<file path="config.mk">
export PLATFORM = sky130hd
export DESIGN_NAME = rsl_regs
export DESIGN_NICKNAME = d
export VERILOG_FILES = /design/src/rsl_pkg.sv /design/src/rsl_regs.sv /design/src/rsl_sig_slot.sv
export SDC_FILE = /design/constraint.sdc
export NUM_CORES = 1
export LEC_CHECK = 0
export ABC_AREA = 1
export BUFFER_PORTS_ARGS = -buffer_cell sky130_fd_sc_hd__buf_2
export CORE_AREA = 10 10 213 215
export DETAILED_ROUTE_END_ITERATION = 7
export DIE_AREA = 0 0 223 225
export PLACE_DENSITY = 0.8
export SLEW_MARGIN = 10
export SYNTH_ARGS = -nofsm -noshare
export SYNTH_HDL_FRONTEND = slang
export SYNTH_SLANG_ARGS = --single-unit
</file>
<file path="constraint.sdc">
create_clock -name clk -period 2.8 [get_ports clk]
set_clock_uncertainty 0.05 [all_clocks]
set_input_delay 0.14 -clock clk [delete_from_list [all_inputs] [get_ports clk]]
set_output_delay 0.14 -clock clk [all_outputs]
set_load 0.02 [all_outputs]
</file>
<file path="src/rsl_pkg.sv">
// Shared constants for the receive signaling and LAPD buffer register bank
package rsl_pkg;
  localparam int RSL_NUM_SLOTS = 24;
  localparam int RSL_BUF_BYTES = 96;
  localparam int RSL_NUM_CTRL = 3;
  localparam int RSL_ADDR_W = 12;
  // Avalon byte addresses: printed offsets are not multiples of four, so index * 4
  localparam logic [11:0] RSL_SUBST_BASE_IDX = 12'h3c0;
  localparam logic [11:0] RSL_ARRAY_BASE_IDX = 12'h500;
  localparam logic [11:0] RSL_BUF0_IDX = 12'h600;
  localparam logic [11:0] RSL_SIGCTL_IDX = 12'h107;
  localparam logic [11:0] RSL_LAPDSEL_IDX = 12'h11b;
  localparam logic [11:0] RSL_SLOTCFG_BASE_IDX = 12'h3a0;
  localparam int RSL_SIGCTL_SFB_BIT = 7;
  localparam int RSL_CFG_DEB_BIT = 4;
  localparam int RSL_CFG_SEL_LSB = 2;
  localparam logic [3:0] RSL_NIB_RESET = 4'h0;
  localparam logic [3:0] RSL_ALL_ONES = 4'hf;
  localparam logic [1:0] RSL_SEL_ONES = 2'h0;
  localparam logic [1:0] RSL_SEL_16 = 2'h1;
  localparam logic [1:0] RSL_SEL_4 = 2'h2;
  localparam logic [1:0] RSL_SEL_2 = 2'h3;
  typedef enum logic [2:0] {
    RSL_IDLE = 3'b001,
    RSL_RESP = 3'b010,
    RSL_DONE = 3'b100
  } rsl_bus_e;
endpackage

</file>
<file path="src/rsl_regs.sv">
// Register bank: signaling substitution, signaling array, LAPD buffer 0 port
`timescale 1ns/1ps
`default_nettype none
// Function
// - Substitute value bit 3 replaces A in 16, 4 and 2 code modes.
// - Substitute value bit 2 replaces B in 16 and 4 code modes.
// - Substitute value bit 1 replaces C in 16 code mode only.
// - Substitute value bit 0 replaces D in 16 code mode only.
// - Twenty-four substitute bytes, low nibble read/write, reset zero, upper reserved.
// - Array registers read back latest A B C D in bits 3 to 0.
// - Debounce with control bit 7 set updates entry only when two consecutive superframes agree.
// - Control bit 7 set with debounce on makes entries change only on superframe boundaries.
// - Debounce off or bit 7 clear updates entry at once on change.
// - Buffer 0 port serves whichever of three controllers is selected.
// - Written bytes go to transmit frame only while transmit buffer available flag is set, and never read back.
// - Repeated port reads return successive received bytes when pointer shows 0.
// - Each port access advances byte index, up to 96 bytes.
// - Select 00 forces ones, 01 ABCD, 10 AB, 11 A only.
// - Per-slot debounce enable bit turns debounce on at one.
module rsl_regs
  import rsl_pkg::*;
#(
  parameter int NUM_SLOTS = RSL_NUM_SLOTS,
  parameter int BUF_BYTES = RSL_BUF_BYTES
) (
  input wire logic clk,
  input wire logic rst,
  input wire logic [13:0] avs_address,
  input wire logic avs_read,
  input wire logic avs_write,
  input wire logic [31:0] avs_writedata,
  output logic [31:0] avs_readdata,
  output logic avs_waitrequest,
  input wire logic [3:0] rx_sig_bits,
  input wire logic [4:0] rx_sig_slot,
  input wire logic rx_sig_valid,
  input wire logic rx_superframe_end,
  input wire logic [7:0] rx_msg_byte,
  input wire logic rx_rd_addr_valid,
  input wire logic rx_buffer_pointer_flag,
  input wire logic tx_buffer_available_flag,
  input wire logic msg_start,
  output logic [7:0] tx_msg_byte,
  output logic [6:0] buf_index,
  output logic tx_msg_wr,
  output logic [1:0] lapd_ctrl_sel
);
  initial begin
    if (NUM_SLOTS < 1 || NUM_SLOTS > 32 || BUF_BYTES < 1 || BUF_BYTES > 128) begin
      $error("rsl_regs: unsupported parameters");
    end
  end

  logic [3:0] subst [NUM_SLOTS];
  logic [4:0] slot_cfg [NUM_SLOTS];
  logic [3:0] entry [NUM_SLOTS];
  logic [3:0] next_subst [NUM_SLOTS];
  logic [4:0] next_slot_cfg [NUM_SLOTS];
  logic sig_ctl_sfb;
  logic next_sig_ctl_sfb;
  logic [1:0] next_lapd_ctrl_sel;
  logic [6:0] next_buf_index;
  logic [7:0] next_tx_msg_byte;
  logic next_tx_msg_wr;
  logic [31:0] next_readdata;
  rsl_bus_e bus_state;
  rsl_bus_e next_bus_state;
  logic next_waitrequest;
  logic ptr_q;
  logic next_ptr_q;
  logic [11:0] idx;
  logic wr_hit;
  logic rd_hit;

  // Byte address to register index
  function automatic logic [11:0] addr_idx(input logic [13:0] a);
    addr_idx = a[13:2];
  endfunction

  function automatic logic in_range(input logic [11:0] i, input logic [11:0] base);
    in_range = (i >= base) && (i < base + 12'(NUM_SLOTS));
  endfunction

  function automatic logic [4:0] slot_of(input logic [11:0] i, input logic [11:0] base);
    slot_of = 5'(i - base);
  endfunction

  assign idx = addr_idx(avs_address);
  // Access commits in the RESP state, where waitrequest is low
  assign wr_hit = (bus_state == RSL_RESP) && avs_write;
  assign rd_hit = (bus_state == RSL_RESP) && avs_read;

  genvar g;
  generate
    for (g = 0; g < NUM_SLOTS; g++) begin : g_slot
      rsl_sig_slot u_slot (
        .clk(clk),
        .rst(rst),
        .rx_sig(rx_sig_bits),
        .sig_valid(rx_sig_valid && rx_sig_slot == 5'(g)),
        .superframe_end(rx_superframe_end),
        .subst_value(subst[g]),
        .rx_substitution_select(slot_cfg[g][RSL_CFG_SEL_LSB +: 2]),
        .signaling_debounce_enable(slot_cfg[g][RSL_CFG_DEB_BIT]),
        .sf_boundary_mode(sig_ctl_sfb),
        .entry(entry[g])
      );
    end
  endgenerate

  // Bus handshake: waitrequest low only in RESP; DONE returns to IDLE after one cycle
  always_comb begin
    next_bus_state = bus_state;
    next_waitrequest = 1'b1;
    case (bus_state)
      RSL_IDLE: begin
        if (avs_read || avs_write) begin
          next_bus_state = RSL_RESP;
          next_waitrequest = 1'b0;
        end
      end
      RSL_RESP: next_bus_state = RSL_DONE;
      RSL_DONE: next_bus_state = RSL_IDLE;
      default: next_bus_state = RSL_IDLE;
    endcase
  end

  // Register writes
  always_comb begin
    next_sig_ctl_sfb = sig_ctl_sfb;
    next_lapd_ctrl_sel = lapd_ctrl_sel;
    for (int i = 0; i < NUM_SLOTS; i++) begin
      next_subst[i] = subst[i];
      next_slot_cfg[i] = slot_cfg[i];
    end
    if (wr_hit) begin
      if (in_range(idx, RSL_SUBST_BASE_IDX)) begin
        next_subst[slot_of(idx, RSL_SUBST_BASE_IDX)] = avs_writedata[3:0];
      end
      if (in_range(idx, RSL_SLOTCFG_BASE_IDX)) begin
        next_slot_cfg[slot_of(idx, RSL_SLOTCFG_BASE_IDX)] = avs_writedata[4:0];
      end
      if (idx == RSL_SIGCTL_IDX) begin
        next_sig_ctl_sfb = avs_writedata[RSL_SIGCTL_SFB_BIT];
      end
      if (idx == RSL_LAPDSEL_IDX && avs_writedata[1:0] < 2'(RSL_NUM_CTRL)) begin
        next_lapd_ctrl_sel = avs_writedata[1:0];
      end
    end
  end

  // Buffer 0 port with auto-incrementing byte index
  always_comb begin
    next_buf_index = buf_index;
    next_tx_msg_byte = tx_msg_byte;
    next_tx_msg_wr = 1'b0;
    next_ptr_q = rx_buffer_pointer_flag;
    if (msg_start || (rx_buffer_pointer_flag != ptr_q)) begin
      next_buf_index = '0;
    end else if ((wr_hit || rd_hit) && idx == RSL_BUF0_IDX) begin
      if (buf_index < 7'(BUF_BYTES - 1)) begin
        next_buf_index = buf_index + 7'h01;
      end
      if (wr_hit && tx_buffer_available_flag) begin
        next_tx_msg_byte = avs_writedata[7:0];
        next_tx_msg_wr = 1'b1;
      end
    end
  end

  // Read data
  always_comb begin
    next_readdata = '0;
    if (rd_hit) begin
      if (in_range(idx, RSL_SUBST_BASE_IDX)) begin
        next_readdata[3:0] = subst[slot_of(idx, RSL_SUBST_BASE_IDX)];
      end else if (in_range(idx, RSL_ARRAY_BASE_IDX)) begin
        next_readdata[3:0] = entry[slot_of(idx, RSL_ARRAY_BASE_IDX)];
      end else if (in_range(idx, RSL_SLOTCFG_BASE_IDX)) begin
        next_readdata[4:0] = slot_cfg[slot_of(idx, RSL_SLOTCFG_BASE_IDX)];
      end else if (idx == RSL_SIGCTL_IDX) begin
        next_readdata[RSL_SIGCTL_SFB_BIT] = sig_ctl_sfb;
      end else if (idx == RSL_LAPDSEL_IDX) begin
        next_readdata[1:0] = lapd_ctrl_sel;
      end else if (idx == RSL_BUF0_IDX && rx_rd_addr_valid && !rx_buffer_pointer_flag) begin
        next_readdata[7:0] = rx_msg_byte;
      end
    end
  end

  // Readdata is registered at the same edge where waitrequest drops, so the
  // stored output at the RESP edge must reflect the request: drive a comb
  // copy, which ignores rx_rd_addr_valid for buffer 0, into the register while in IDLE to present data at RESP.
  logic [31:0] pre_readdata;
  always_comb begin
    pre_readdata = '0;
    if (in_range(idx, RSL_SUBST_BASE_IDX)) begin
      pre_readdata[3:0] = subst[slot_of(idx, RSL_SUBST_BASE_IDX)];
    end else if (in_range(idx, RSL_ARRAY_BASE_IDX)) begin
      pre_readdata[3:0] = entry[slot_of(idx, RSL_ARRAY_BASE_IDX)];
    end else if (in_range(idx, RSL_SLOTCFG_BASE_IDX)) begin
      pre_readdata[4:0] = slot_cfg[slot_of(idx, RSL_SLOTCFG_BASE_IDX)];
    end else if (idx == RSL_SIGCTL_IDX) begin
      pre_readdata[RSL_SIGCTL_SFB_BIT] = sig_ctl_sfb;
    end else if (idx == RSL_LAPDSEL_IDX) begin
      pre_readdata[1:0] = lapd_ctrl_sel;
    end else if (idx == RSL_BUF0_IDX && !rx_buffer_pointer_flag) begin
      pre_readdata[7:0] = rx_msg_byte;
    end
  end

  always_ff @(posedge clk) begin
    if (rst) begin
      bus_state <= RSL_IDLE;
      avs_waitrequest <= 1'b1;
      avs_readdata <= '0;
      sig_ctl_sfb <= 1'b0;
      lapd_ctrl_sel <= 2'h0;
      buf_index <= '0;
      tx_msg_byte <= 8'h00;
      tx_msg_wr <= 1'b0;
      ptr_q <= 1'b0;
      for (int i = 0; i < NUM_SLOTS; i++) begin
        subst[i] <= RSL_NIB_RESET;
        slot_cfg[i] <= 5'h00;
      end
    end else begin
      bus_state <= next_bus_state;
      avs_waitrequest <= next_waitrequest;
      avs_readdata <= (bus_state == RSL_IDLE && avs_read) ? pre_readdata : next_readdata;
      sig_ctl_sfb <= next_sig_ctl_sfb;
      lapd_ctrl_sel <= next_lapd_ctrl_sel;
      buf_index <= next_buf_index;
      tx_msg_byte <= next_tx_msg_byte;
      tx_msg_wr <= next_tx_msg_wr;
      ptr_q <= next_ptr_q;
      for (int i = 0; i < NUM_SLOTS; i++) begin
        subst[i] <= next_subst[i];
        slot_cfg[i] <= next_slot_cfg[i];
      end
    end
  end

  a_wait_pulse: assert property (@(posedge clk) disable iff (rst)
    !avs_waitrequest |=> avs_waitrequest ##1 avs_waitrequest)
    else $error("waitrequest low too long");
  a_subst_write: assert property (@(posedge clk) disable iff (rst)
    (wr_hit && in_range(idx, RSL_SUBST_BASE_IDX))
    |=> subst[$past(slot_of(idx, RSL_SUBST_BASE_IDX))] == $past(avs_writedata[3:0]))
    else $error("substitute write lost");
  a_index_step: assert property (@(posedge clk) disable iff (rst)
    ((wr_hit || rd_hit) && idx == RSL_BUF0_IDX && !msg_start &&
     rx_buffer_pointer_flag == ptr_q && buf_index < 7'(BUF_BYTES - 1))
    |=> buf_index == $past(buf_index) + 7'h01)
    else $error("byte index did not advance");
  a_index_clear: assert property (@(posedge clk) disable iff (rst)
    msg_start |=> buf_index == 7'h00)
    else $error("byte index not cleared");
  a_tx_no_read: assert property (@(posedge clk) disable iff (rst)
    (rd_hit && idx == RSL_BUF0_IDX && rx_buffer_pointer_flag) |=> avs_readdata == 32'h0)
    else $error("transmit data read back");
  a_resv_zero: assert property (@(posedge clk) disable iff (rst)
    (!avs_waitrequest && avs_read && (in_range(idx, RSL_SUBST_BASE_IDX) ||
     in_range(idx, RSL_ARRAY_BASE_IDX))) |-> avs_readdata[31:4] == 28'h0)
    else $error("reserved bits nonzero");
endmodule // rsl_regs
`default_nettype wire

</file>
<file path="src/rsl_sig_slot.sv">
// One timeslot's signaling substitution and debounced array entry
`timescale 1ns/1ps
`default_nettype none
module rsl_sig_slot
  import rsl_pkg::*;
(
  input wire logic clk,
  input wire logic rst,
  input wire logic [3:0] rx_sig,
  input wire logic sig_valid,
  input wire logic superframe_end,
  input wire logic [3:0] subst_value,
  input wire logic [1:0] rx_substitution_select,
  input wire logic signaling_debounce_enable,
  input wire logic sf_boundary_mode,
  output logic [3:0] entry
);
  logic [3:0] src;
  logic [3:0] prev_sf;
  logic [3:0] next_entry;
  logic [3:0] next_prev_sf;

  always_comb begin
    case (rx_substitution_select)
      RSL_SEL_ONES: src = RSL_ALL_ONES;
      RSL_SEL_16: src = subst_value;
      RSL_SEL_4: src = {subst_value[3:2], rx_sig[1:0]};
      RSL_SEL_2: src = {subst_value[3], rx_sig[2:0]};
      default: src = rx_sig;
    endcase
  end

  always_comb begin
    next_entry = entry;
    next_prev_sf = prev_sf;
    if (signaling_debounce_enable && sf_boundary_mode) begin
      if (superframe_end) begin
        next_prev_sf = src;
        if (src == prev_sf) begin
          next_entry = src;
        end
      end
    end else if (sig_valid) begin
      next_entry = src;
      next_prev_sf = src;
    end
  end

  always_ff @(posedge clk) begin
    if (rst) begin
      entry <= RSL_NIB_RESET;
      prev_sf <= RSL_NIB_RESET;
    end else begin
      entry <= next_entry;
      prev_sf <= next_prev_sf;
    end
  end

  a_deb_hold: assert property (@(posedge clk) disable iff (rst)
    (signaling_debounce_enable && sf_boundary_mode && !superframe_end) |=> $stable(entry))
    else $error("entry changed off boundary");
  a_imm_update: assert property (@(posedge clk) disable iff (rst)
    (!(signaling_debounce_enable && sf_boundary_mode) && sig_valid) |=> entry == $past(src))
    else $error("immediate update missed");
  a_ones_sel: assert property (@(posedge clk) disable iff (rst)
    (rx_substitution_select == RSL_SEL_ONES && sig_valid &&
     !(signaling_debounce_enable && sf_boundary_mode)) |=> entry == RSL_ALL_ONES)
    else $error("all ones substitution lost");
endmodule // rsl_sig_slot
`default_nettype wire
</file>
## After elaboration in Yosys (flattened, before gate mapping)

Memories as Yosys holds them, arrays and structs flattened.
Index checks and enable logic that the tools add are counted.

- Input bits: 73
- Memories: 2
- ROM bits: 0
- Bits in writable memories: 216
- Output and inout bits: 51
- Logic and storage cells: 745
- Register bits: 248
- Latch bits: 0

Memories:

| name | words | width | read ports | clocked after Yosys merged registers in | write ports | RTL line | RTL |
|---|---|---|---|---|---|---|---|
| slot_cfg | 24 | 5 | 25 | 0 | 24 | rsl_regs.sv:55 | `logic [4:0] slot_cfg [NUM_SLOTS];` |
| subst | 24 | 4 | 25 | 0 | 24 | rsl_regs.sv:54 | `logic [3:0] subst [NUM_SLOTS];` |

- Reductions and logical operators: 170
- Magnitude comparators: 13
- Bitwise logic cells: 54
- Eq/ne operators: 174
- $mul: 0
- Shift operators: 0
- $add $sub $neg: 4
- Muxes and demuxes: 271
- Divide/modulo/power cells: 0

Operators with widths:

| operator | count |
|---|---|
| 4-bit 2-to-1 mux | 179 |
| 4-bit one-hot mux with 4 select lines | 24 |
| 120-bit 2-to-1 mux | 2 |
| 96-bit 2-to-1 mux | 2 |
| 5-bit 2-to-1 mux | 27 |
| 120-bit bitwise mux | 1 |
| 8-bit 2-to-1 mux | 15 |
| 2-bit inequality test (second input constant) | 49 |
| 96-bit bitwise mux | 1 |
| 2-bit == test (second input constant) | 48 |
| 4-bit == test | 24 |
| 3-bit AND reduction | 25 |
| 1-bit logical AND | 62 |
| 2-bit AND reduction | 27 |
| 2-bit by 1-bit == test with 1-bit output (second input constant) | 24 |
| 2-bit zero test | 24 |
| 1-bit OR | 48 |
| 2-bit nonzero test | 24 |
| 5-bit by 4-bit == test with 1-bit output (second input constant) | 8 |
| 5-bit == test (second input constant) | 8 |
| 5-bit demux with 5-bit select | 1 |
| 12-bit by 9-bit == test with 1-bit output (second input constant) | 2 |
| 12-bit by 10-bit >= comparator with 1-bit output (second input constant) | 2 |
| 12-bit by 10-bit less-than comparator with 1-bit output (second input constant) | 2 |
| 30 further kinds | 57 |

## Longest topological paths before layout

Gate-level depths: netlist of the first run.

- Word-level depth: 17
- Gate-level depth with buffers: 16

## Cells and area by module

From an unflattened synthesis of the first run, not the netlist that was laid out.

- Cells, all modules: 3823
- Area, all modules: 23829.1 µm²

Modules (own cells, without submodules):

| module | sequential area each (µm²) | instances | area each (µm²) | cells each |
|---|---|---|---|---|
| rsl_regs | 4964.8 | 1 | 12431.9 | 1881 |
| rsl_sig_slot (g_slot[0].u_slot ...) | 160.2 | 23 | 474.2 | 81 |
| rsl_sig_slot (g_slot[14].u_slot) | 160.2 | 1 | 490.5 | 79 |

## Least setup slack after synthesis of the first run

No wires, ideal clock.

- Kind: reg-to-reg
- Start: register bus_state[0]
- End: memory slot_cfg[5][3]
- Data arrival time: 1.451 ns
- Library setup time: 0.120 ns
- Cell stages (with the launch flop): 11
- Clock period less this slack: 1.621 ns
- Required time: 2.630 ns
- Path slack: 1.179 ns
- Path through: dfxtp_1 inv_1 nand3_1 inv_1 nand2_1 nor2_2 buf_4 buf_6 nand2_2 o21ai_0 a21oi_1

RTL lines:

| item | RTL line | RTL |
|---|---|---|
| from (decl) | rsl_regs.sv:66 | `rsl_bus_e bus_state;` |
| from (signal assigned) | rsl_regs.sv:228 | `bus_state <= next_bus_state;` |
| to (decl) | rsl_regs.sv:55 |  |

==> metrics.cfg, run 1 <==
[clock_tree]
post_cts_buffers = 0
cts_tree = built
clk_pin_slew_ps = 60
clock-sinks = 440
cts-root-buf = clkbuf_16
numCtsBuffers = 47
clk_latency_ps = 570
cts_max_level = 2
max-clock-path-buffers = 3

[status]
status = finished with violations
violations = DRC

[routing]
drt_iter0_drc = 2538
num_vias = 23400
drc_errors = 7
antenna_left = 0
drt-total-wl_mm = 71.1
via_per_inst = 5.67
wl_per_cell_um = 17.3
first_pass_iters = 8

[logic_synthesis]
syn-instance-count = 3490
ys_seq_elements = 440
ys_seq_area_share_pct = 38.7
avgSynthCellArea_um2 = 6.52
synth_edf_count = 0
synth_ff_type = dfxtp_1
syn_area_mm2 = 0.0228
async_flop_share_pct = 0
ys_warn_count = 0
synth_cell_types = 49

[power_and_ir_drop]
swShare_pct = 24.2
leakagePower_nw = 10.9
clkPwrFrac_pct = 47.2
peakVddDrop_v = 0.000466
power.internal_mw = 10.5
powerDensity_mw_per_mm2 = 546
netSwitchingPower_mw = 3.36
seqPwrFrac_pct = 45.6
p_comb_share_pct = 7.2

[sta]
fin_crit_sh_pct = 78.3
period_minus_slack_ps = 2190
hold_viol_final = 0
setup_violations = 0
relSlewSlack_pct = 47.7
timing.setup.tns_ps = 0
rsz0062_at_grt = no
max_slew.worst_pin.slew_ps = 784
fmax_mhz = 456
slew_viol_final = 0

[placement]
io_buffers = 72
hpwlAfterDp_mm = 49.5
globalplace.congestion = 0.973

[min_path]
hold_path.class = in2reg

[die]
fp.coreArea_mm2 = 0.0414
die_w_um = 223
die_area_mm2 = 0.0502
ios = 124
fp-row-count = 75
start_util_pct = 55.0
die_h_um = 225

[global_routing]
grt_pass1_vias = 21200
overflow = 0
grtUsageTotal_pct = 27.2
grt_pass1_wl_mm = 112
grt_max_degree = 96
antenna_found_initial = 1

[cells_and_area]
multi_input_comb_area_mm2 = 0.0118
fin_nets = 3616
layout-drive-gt1-share_pct = 7.72
fin_util_pct = 61.3
filler_cell_count = 3810
register_area_mm2 = 0.00881
syn_to_final_growth_pct = 11.5

[critical_path]
crit_fanout = 30
cp-end-kind = flop
crit_required_ps = 3200
worstPathArrival_ps = 2590
critPathLaunchType = flop
criticalPathCategory = reg2reg

[run]
max_cap_violations = 0

## through the flow
step	instance area (um^2)	worst slack (ps)	total power [mW]	hold slack, ps	instances
finish	25400	607	13.9	18.6	4117
global route	25400	448	14.2	49.3	4115
global placement	23600	500	7.40	312	4017
detailed placement	23600	495	7.40	333	4017
CTS	25400	690	13.8	4.03	4115
floorplan	22800	1180	7.08	224	3513
## cell type report
| type | instances | share of cell area (%) |
|---|---|---|
| Multi-Input combinational cell | 2533 | 46.4 |
| Sequential cell | 440 | 34.7 |
| Clock inverter | 16 | 0.942 |
| Clock buffer | 67 | 5.37 |
| Tap cell | 539 | 2.66 |
| Inverter | 373 | 5.56 |
| Antenna cell | 2 | 0.0197 |
| Timing Repair Buffer | 147 | 4.35 |
## what timing repair did
item	4_1_cts	5_1_grt
hold buffers	15	0
endpoints found under the hold margin	34	0
resized for setup	0	0
## worst paths after layout
kind	startpoint	to	slack, ps	cells after the start
min	rx_sig_slot[3]	g_slot[16].u_slot.entry[0]	20	5
max	bus_state[0]	slot_cfg[14][0]	610	9
max reg2reg	bus_state[0]	slot_cfg[14][0]	610	9
min reg2reg	slot_cfg[12][1]	slot_cfg[12][1]	400	2
## synth_stat cells (19+ instances only)
library cell  count  area [um^2]
nand4_1          23          144
xnor2_1          33          289
buf_4            32          240
a21oi_1         419         2100
o21ai_0         325         1630
nor2_1          353         1330
a211oi_1         19          143
o22ai_1          75          469
inv_1           356         1340
nand2_1         902         3390
xor2_1           34          298
buf_2            40          200
dfxtp_1         440         8810
nand2_2          23          144
nand3_1         214         1070
clkbuf_1         72          270
## state kept, by name (all words and copies together) (netlist names)
signal / count
buf_index: 7
avs_readdata: 8
sig_ctl_sfb: 1
subst: 96
slot_cfg: 120
lapd_ctrl_sel: 2
g_slot.u_slot.prev_sf: 96
tx_msg_byte: 8
g_slot.u_slot.entry: 96
tx_msg_wr: 1
avs_waitrequest: 1
bus_state: 3
ptr_q: 1
## layout by cell type (no fill, tap or decap), types with 5 or more instances in the layout
cell type | synthesis | final
nor2_4 | 4 | 5
nor3_1 | 5 | 5
nand3b_1 | 5 | 5
bufinv_16 | 0 | 6
or2_2 | 13 | 13
clkbuf_1 | 72 | 11
a211oi_1 | 19 | 19
dfxtp_1 | 440 | 440
buf_2 | 40 | 70
buf_12 | 0 | 11
o22ai_1 | 75 | 75
conb_1 | 1 | 24
o2111ai_1 | 5 | 5
nand2_1 | 902 | 902
nand4_1 | 23 | 23
xnor2_1 | 33 | 33
nand2_2 | 23 | 23
buf_4 | 32 | 51
o21bai_1 | 5 | 5
clkinv_2 | 0 | 7
a21oi_1 | 419 | 419
inv_2 | 13 | 13
nor2_1 | 353 | 353
inv_1 | 356 | 356
o21ai_1 | 17 | 17
xor2_1 | 34 | 34
nor3b_1 | 5 | 5
dlygate4sd3_1 | 0 | 15
nand3_1 | 214 | 214
clkbuf_8 | 0 | 7
o21ai_0 | 325 | 325
clkbuf_16 | 0 | 49
## critical path, stage by stage, from the launching register on
cell and delay [ps]:
dfxtp_1 300, inv_1 60, nand3_1 90, inv_1 110
nand2_1 230, nor2_4 410, buf_12 260, nand2_1 240
o21ai_0 240, a21oi_1 60
## kinds of logic (layout without fill, tap and decap cells)
family	count (synthesis)	count (layout)	share of synthesized area (%)
other cells	1	26	0.0165
xor+xnor	67	67	2.58
buf+inv	540	603	9.95
simple gates	1563	1563	28.4
compound gates	878	878	20.3
fa+ha+maj	1	1	0.0550
flops	440	440	38.7
## layer usage
metal	track usage (%)	up-vias	part of all wire [%]
met5	0	-	0
met1	35.2	10500	41
li1	-	11400	-
met3	5.93	219	10
met2	42.1	1173	44
met4	13.0	0	4.6
## power by group through the flow
stage / Clock [mW] / Combinational, mW / Sequential (mW)
after floorplan: 0 / 0.622 / 6.46
after global placement: 0 / 0.933 / 6.46
after detailed placement: 0 / 0.940 / 6.46
after CTS: 6.55 / 0.960 / 6.33
after global routing: 6.83 / 1.07 / 6.33
final: 6.54 / 0.997 / 6.33
Note: power is estimated with default switching activity, not from simulation.
==> run 2, diff against run 1 <==
- PLACE_DENSITY: 0.8 -> 0.83
- clock period: 2.8 -> 1.9 ns (I/O delays scaled with it)
==> run 2 against run 1 <==
- the flow finishes with violations (hold timing)
- first-iteration DRC count is 4.6% higher
- core utilization rose by 2.5 points
- final cell count is 2.6% higher
- critical endpoint is now slot_cfg[7][1]
- wire length is 2.8% higher
- clock-buffer cell count down 8
- die area stayed put
- via count up 1.8%
- sequential share of layout area down 1.3 points
- non-clock buffer count rose by 104
- fmax up 22%
- critical path depth unchanged
- global-route usage rose by 0.36 points
==> metrics.cfg, run 2 (synthesis results as in run 1) <==
[sta]
hold_viol_final = 1  ; was 0
rsz0062_at_grt = yes  ; was no
fmax_mhz = 554  ; was 456 MHz
max_slew.worst_pin.slew_ps = 609  ; was 784 ps
setup_violations = 0  ; unchanged
relSlewSlack_pct = 59.4  ; was 47.7%
whs_ps = -23.2  ; was 18.6 ps
setup_ws_ps = 95.7  ; was 607 ps
slew_viol_final = 0  ; unchanged
fin_crit_sh_pct = 95.0  ; was 78.3%
period_minus_slack_ps = 1800  ; was 2190 ps

[placement]
hpwlAfterDp_mm = 50.7  ; was 49.5 mm
pre_cts_ws_ps = 22.2  ; was 495 ps
io_buffers = 72  ; unchanged
globalplace.congestion = 0.982  ; was 0.973
dpl_cell_area_mm2 = 0.0244  ; was 0.0236 mm^2

[critical_path]
cp-end-kind = flop  ; unchanged
critPathLaunchType = flop  ; unchanged
worstPathArrival_ps = 2210  ; was 2590 ps
crit_chain = inv_1 -> nand3_1 -> inv_1 -> nand2_2 -> nor2_4 -> buf_12 -> nand2_1 -> o21ai_0 -> a21oi_1  ; was inv_1 -> nand3_1 -> inv_1 -> nand2_1 -> nor2_4 -> buf_12 -> nand2_1 -> o21ai_0 -> a21oi_1
slowest_stage = dfxtp_1  ; was nor2_4
crit_fanout = 24  ; was 30
crit_buf_inv = 3  ; unchanged
criticalPathCategory = reg2reg  ; unchanged
crit_required_ps = 2310  ; was 3200 ps
worst_path_most_repeated_cell = inv_1
max_stage_delay_ps = 300  ; was 410 ps
path_delay_family = simple AND/OR/NAND/NOR gates  ; unchanged

[power_and_ir_drop]
seqPwrFrac_pct = 46.3  ; was 45.6%
peakVddDrop_v = 0.000707  ; was 0.000466 V
p_comb_share_pct = 7.8  ; was 7.2%
power.internal_mw = 15.1  ; was 10.5 mW
leakagePower_nw = 11.5  ; was 10.9 nW
netSwitchingPower_mw = 5.06  ; was 3.36 mW
powerDensity_mw_per_mm2 = 763  ; was 546 mW/mm^2
clkPwrFrac_pct = 45.9  ; was 47.2%
swShare_pct = 25.1  ; was 24.2%

[global_routing]
grt_pass1_wl_mm = 113  ; was 112 mm
overflow = 0  ; unchanged
grt_max_degree = 65  ; was 96
antenna_found_initial = 3  ; was 1
grt_pass1_vias = 21500  ; was 21,200
grtUsageTotal_pct = 27.5  ; was 27.2%

[die]
die_area_mm2 = 0.0502  ; unchanged
fp-row-count = 75  ; unchanged
start_util_pct = 55.0  ; unchanged
fp.coreArea_mm2 = 0.0414  ; unchanged
die_w_um = 223  ; unchanged
die_h_um = 225  ; unchanged
ios = 124  ; unchanged

[routing]
drt-total-wl_mm = 73.1  ; was 71.1 mm
first_pass_iters = 8  ; unchanged
drc_errors = 0  ; was 7
antenna_left = 0  ; unchanged
via_per_inst = 5.63  ; was 5.67
num_vias = 23800  ; was 23,400
wl_per_cell_um = 17.3  ; about the same
drt_iter0_drc = 2656  ; was 2,538

[clock_tree]
clk_latency_ps = 600  ; was 570 ps
cts_max_level = 2  ; unchanged
clock-sinks = 440  ; unchanged
cts_tree = built  ; unchanged
clk_pin_slew_ps = 70  ; was 60 ps
cts-root-buf = clkbuf_16  ; unchanged
max-clock-path-buffers = 3  ; unchanged
numCtsBuffers = 46  ; was 47

[cells_and_area]
syn_to_final_growth_pct = 16.0  ; was 11.5%
fin_nets = 3719  ; was 3,616
stdcell_area_mm2 = 0.0264  ; was 0.0254 mm^2
layout-drive-gt1-share_pct = 11.4  ; was 7.72%
top_register = slot_cfg  ; unchanged
filler_cell_count = 3637  ; was 3,810
final_common_cell = nand2_1  ; unchanged
fin_util_pct = 63.8  ; was 61.3%
largest_reg_flops = 120  ; unchanged
final_cell_mix = 885 x nand2_1, 439 x dfxtp_1, 417 x a21oi_1, 350 x inv_1, 347 x nor2_1  ; was 902 x nand2_1, 440 x dfxtp_1, 419 x a21oi_1, 356 x inv_1, 353 x nor2_1

[run]
max_cap_violations = 0  ; unchanged

[status]
violations = hold timing  ; was DRC
status = finished with violations  ; unchanged

[min_path]
hold_path.class = in2reg  ; unchanged

-- run 2: changes by cell type in the layout (fill, tap and decap cells not counted), moves of 6 or more --
cell | previous run | this run
dlygate4sd3_1 | 15 | 25
inv_1 | 356 | 350
nor2_1 | 353 | 347
nand2_1 | 902 | 885
nor2_2 | 4 | 10
o22ai_1 | 75 | 66
o22ai_2 | 0 | 9
clkinv_2 | 7 | 19
buf_4 | 51 | 132
o21ai_0 | 325 | 319
nand2_2 | 23 | 40
inv_2 | 13 | 19
buf_12 | 11 | 22
-- run 2: routing by layer --
layer,vias up,routed length (um),global-route usage (%),share of wire (%)
li1,11600,-,-,-
met1,10700,29000,35.0,40
met2,1183,32900,44.1,45
met3,225,7870,5.62,11
met4,2,3280,12.5,4.5
met5,-,12,0,0.016
-- run 2: final timing paths --
check	from	endpoint	slack, ps	cells past startpoint
hold reg to reg	slot_cfg[5][1]	slot_cfg[5][1]	400	2
hold / removal	avs_address[9]	sig_ctl_sfb	-20	6
setup reg to reg	bus_state[0]	slot_cfg[7][1]	100	9
setup / recovery	bus_state[0]	slot_cfg[7][1]	100	9
-- run 2: metrics by stage --
step	hold WS, ps	power [mW]	instances	TNS (ps)
after global routing	37.6	20.6	4221	-1.34
final	-23.2	20.1	4223	0
after global placement	269	11.0	4109	0
after detailed placement	285	11.0	4109	0
after floorplan	179	10.4	3513	0
after CTS	3.48	20.1	4220	0
-- run 2: layout make-up --
type / count / area (um^2) / share of cell area (%)
multi-input cells: 2533 / 11900 / 45.1
repair buffers: 251 / 2070 / 7.84
well taps: 539 / 674 / 2.56
clock inverters: 26 / 240 / 0.910
inverters: 373 / 1410 / 5.34
diodes: 2 / 5.00 / 0.0190
flip-flops and latches: 440 / 8810 / 33.4
clock buffers: 59 / 1280 / 4.85
-- run 2: power groups by stage --
stage | clock network (mW) | registers [mW] | logic (mW)
2_1_floorplan | 0 | 9.52 | 0.916
3_3_place_gp | 0 | 9.52 | 1.46
3_5_place_dp | 0 | 9.53 | 1.47
4_1_cts | 9.28 | 9.32 | 1.52
5_1_grt | 9.62 | 9.32 | 1.69
6_report | 9.24 | 9.32 | 1.58
-- run 2: what timing repair did --
item | in CTS | in global routing
endpoints found under the hold margin | 105 | 3
hold buffers | 26 | 1
resized for setup | 1 | 50
setup buffers | 0 | 1
pin swaps | 0 | 4
gates cloned | 0 | 1
setup endpoints to repair | 5 | 110
-- run 2: worst min-delay path: cells and delay by family --
family                 cells  cell delay [ps]
AND/OR/NAND/NOR            4              310
AO/OA/AOI/OAI              1               60
buffers and inverters      1              120
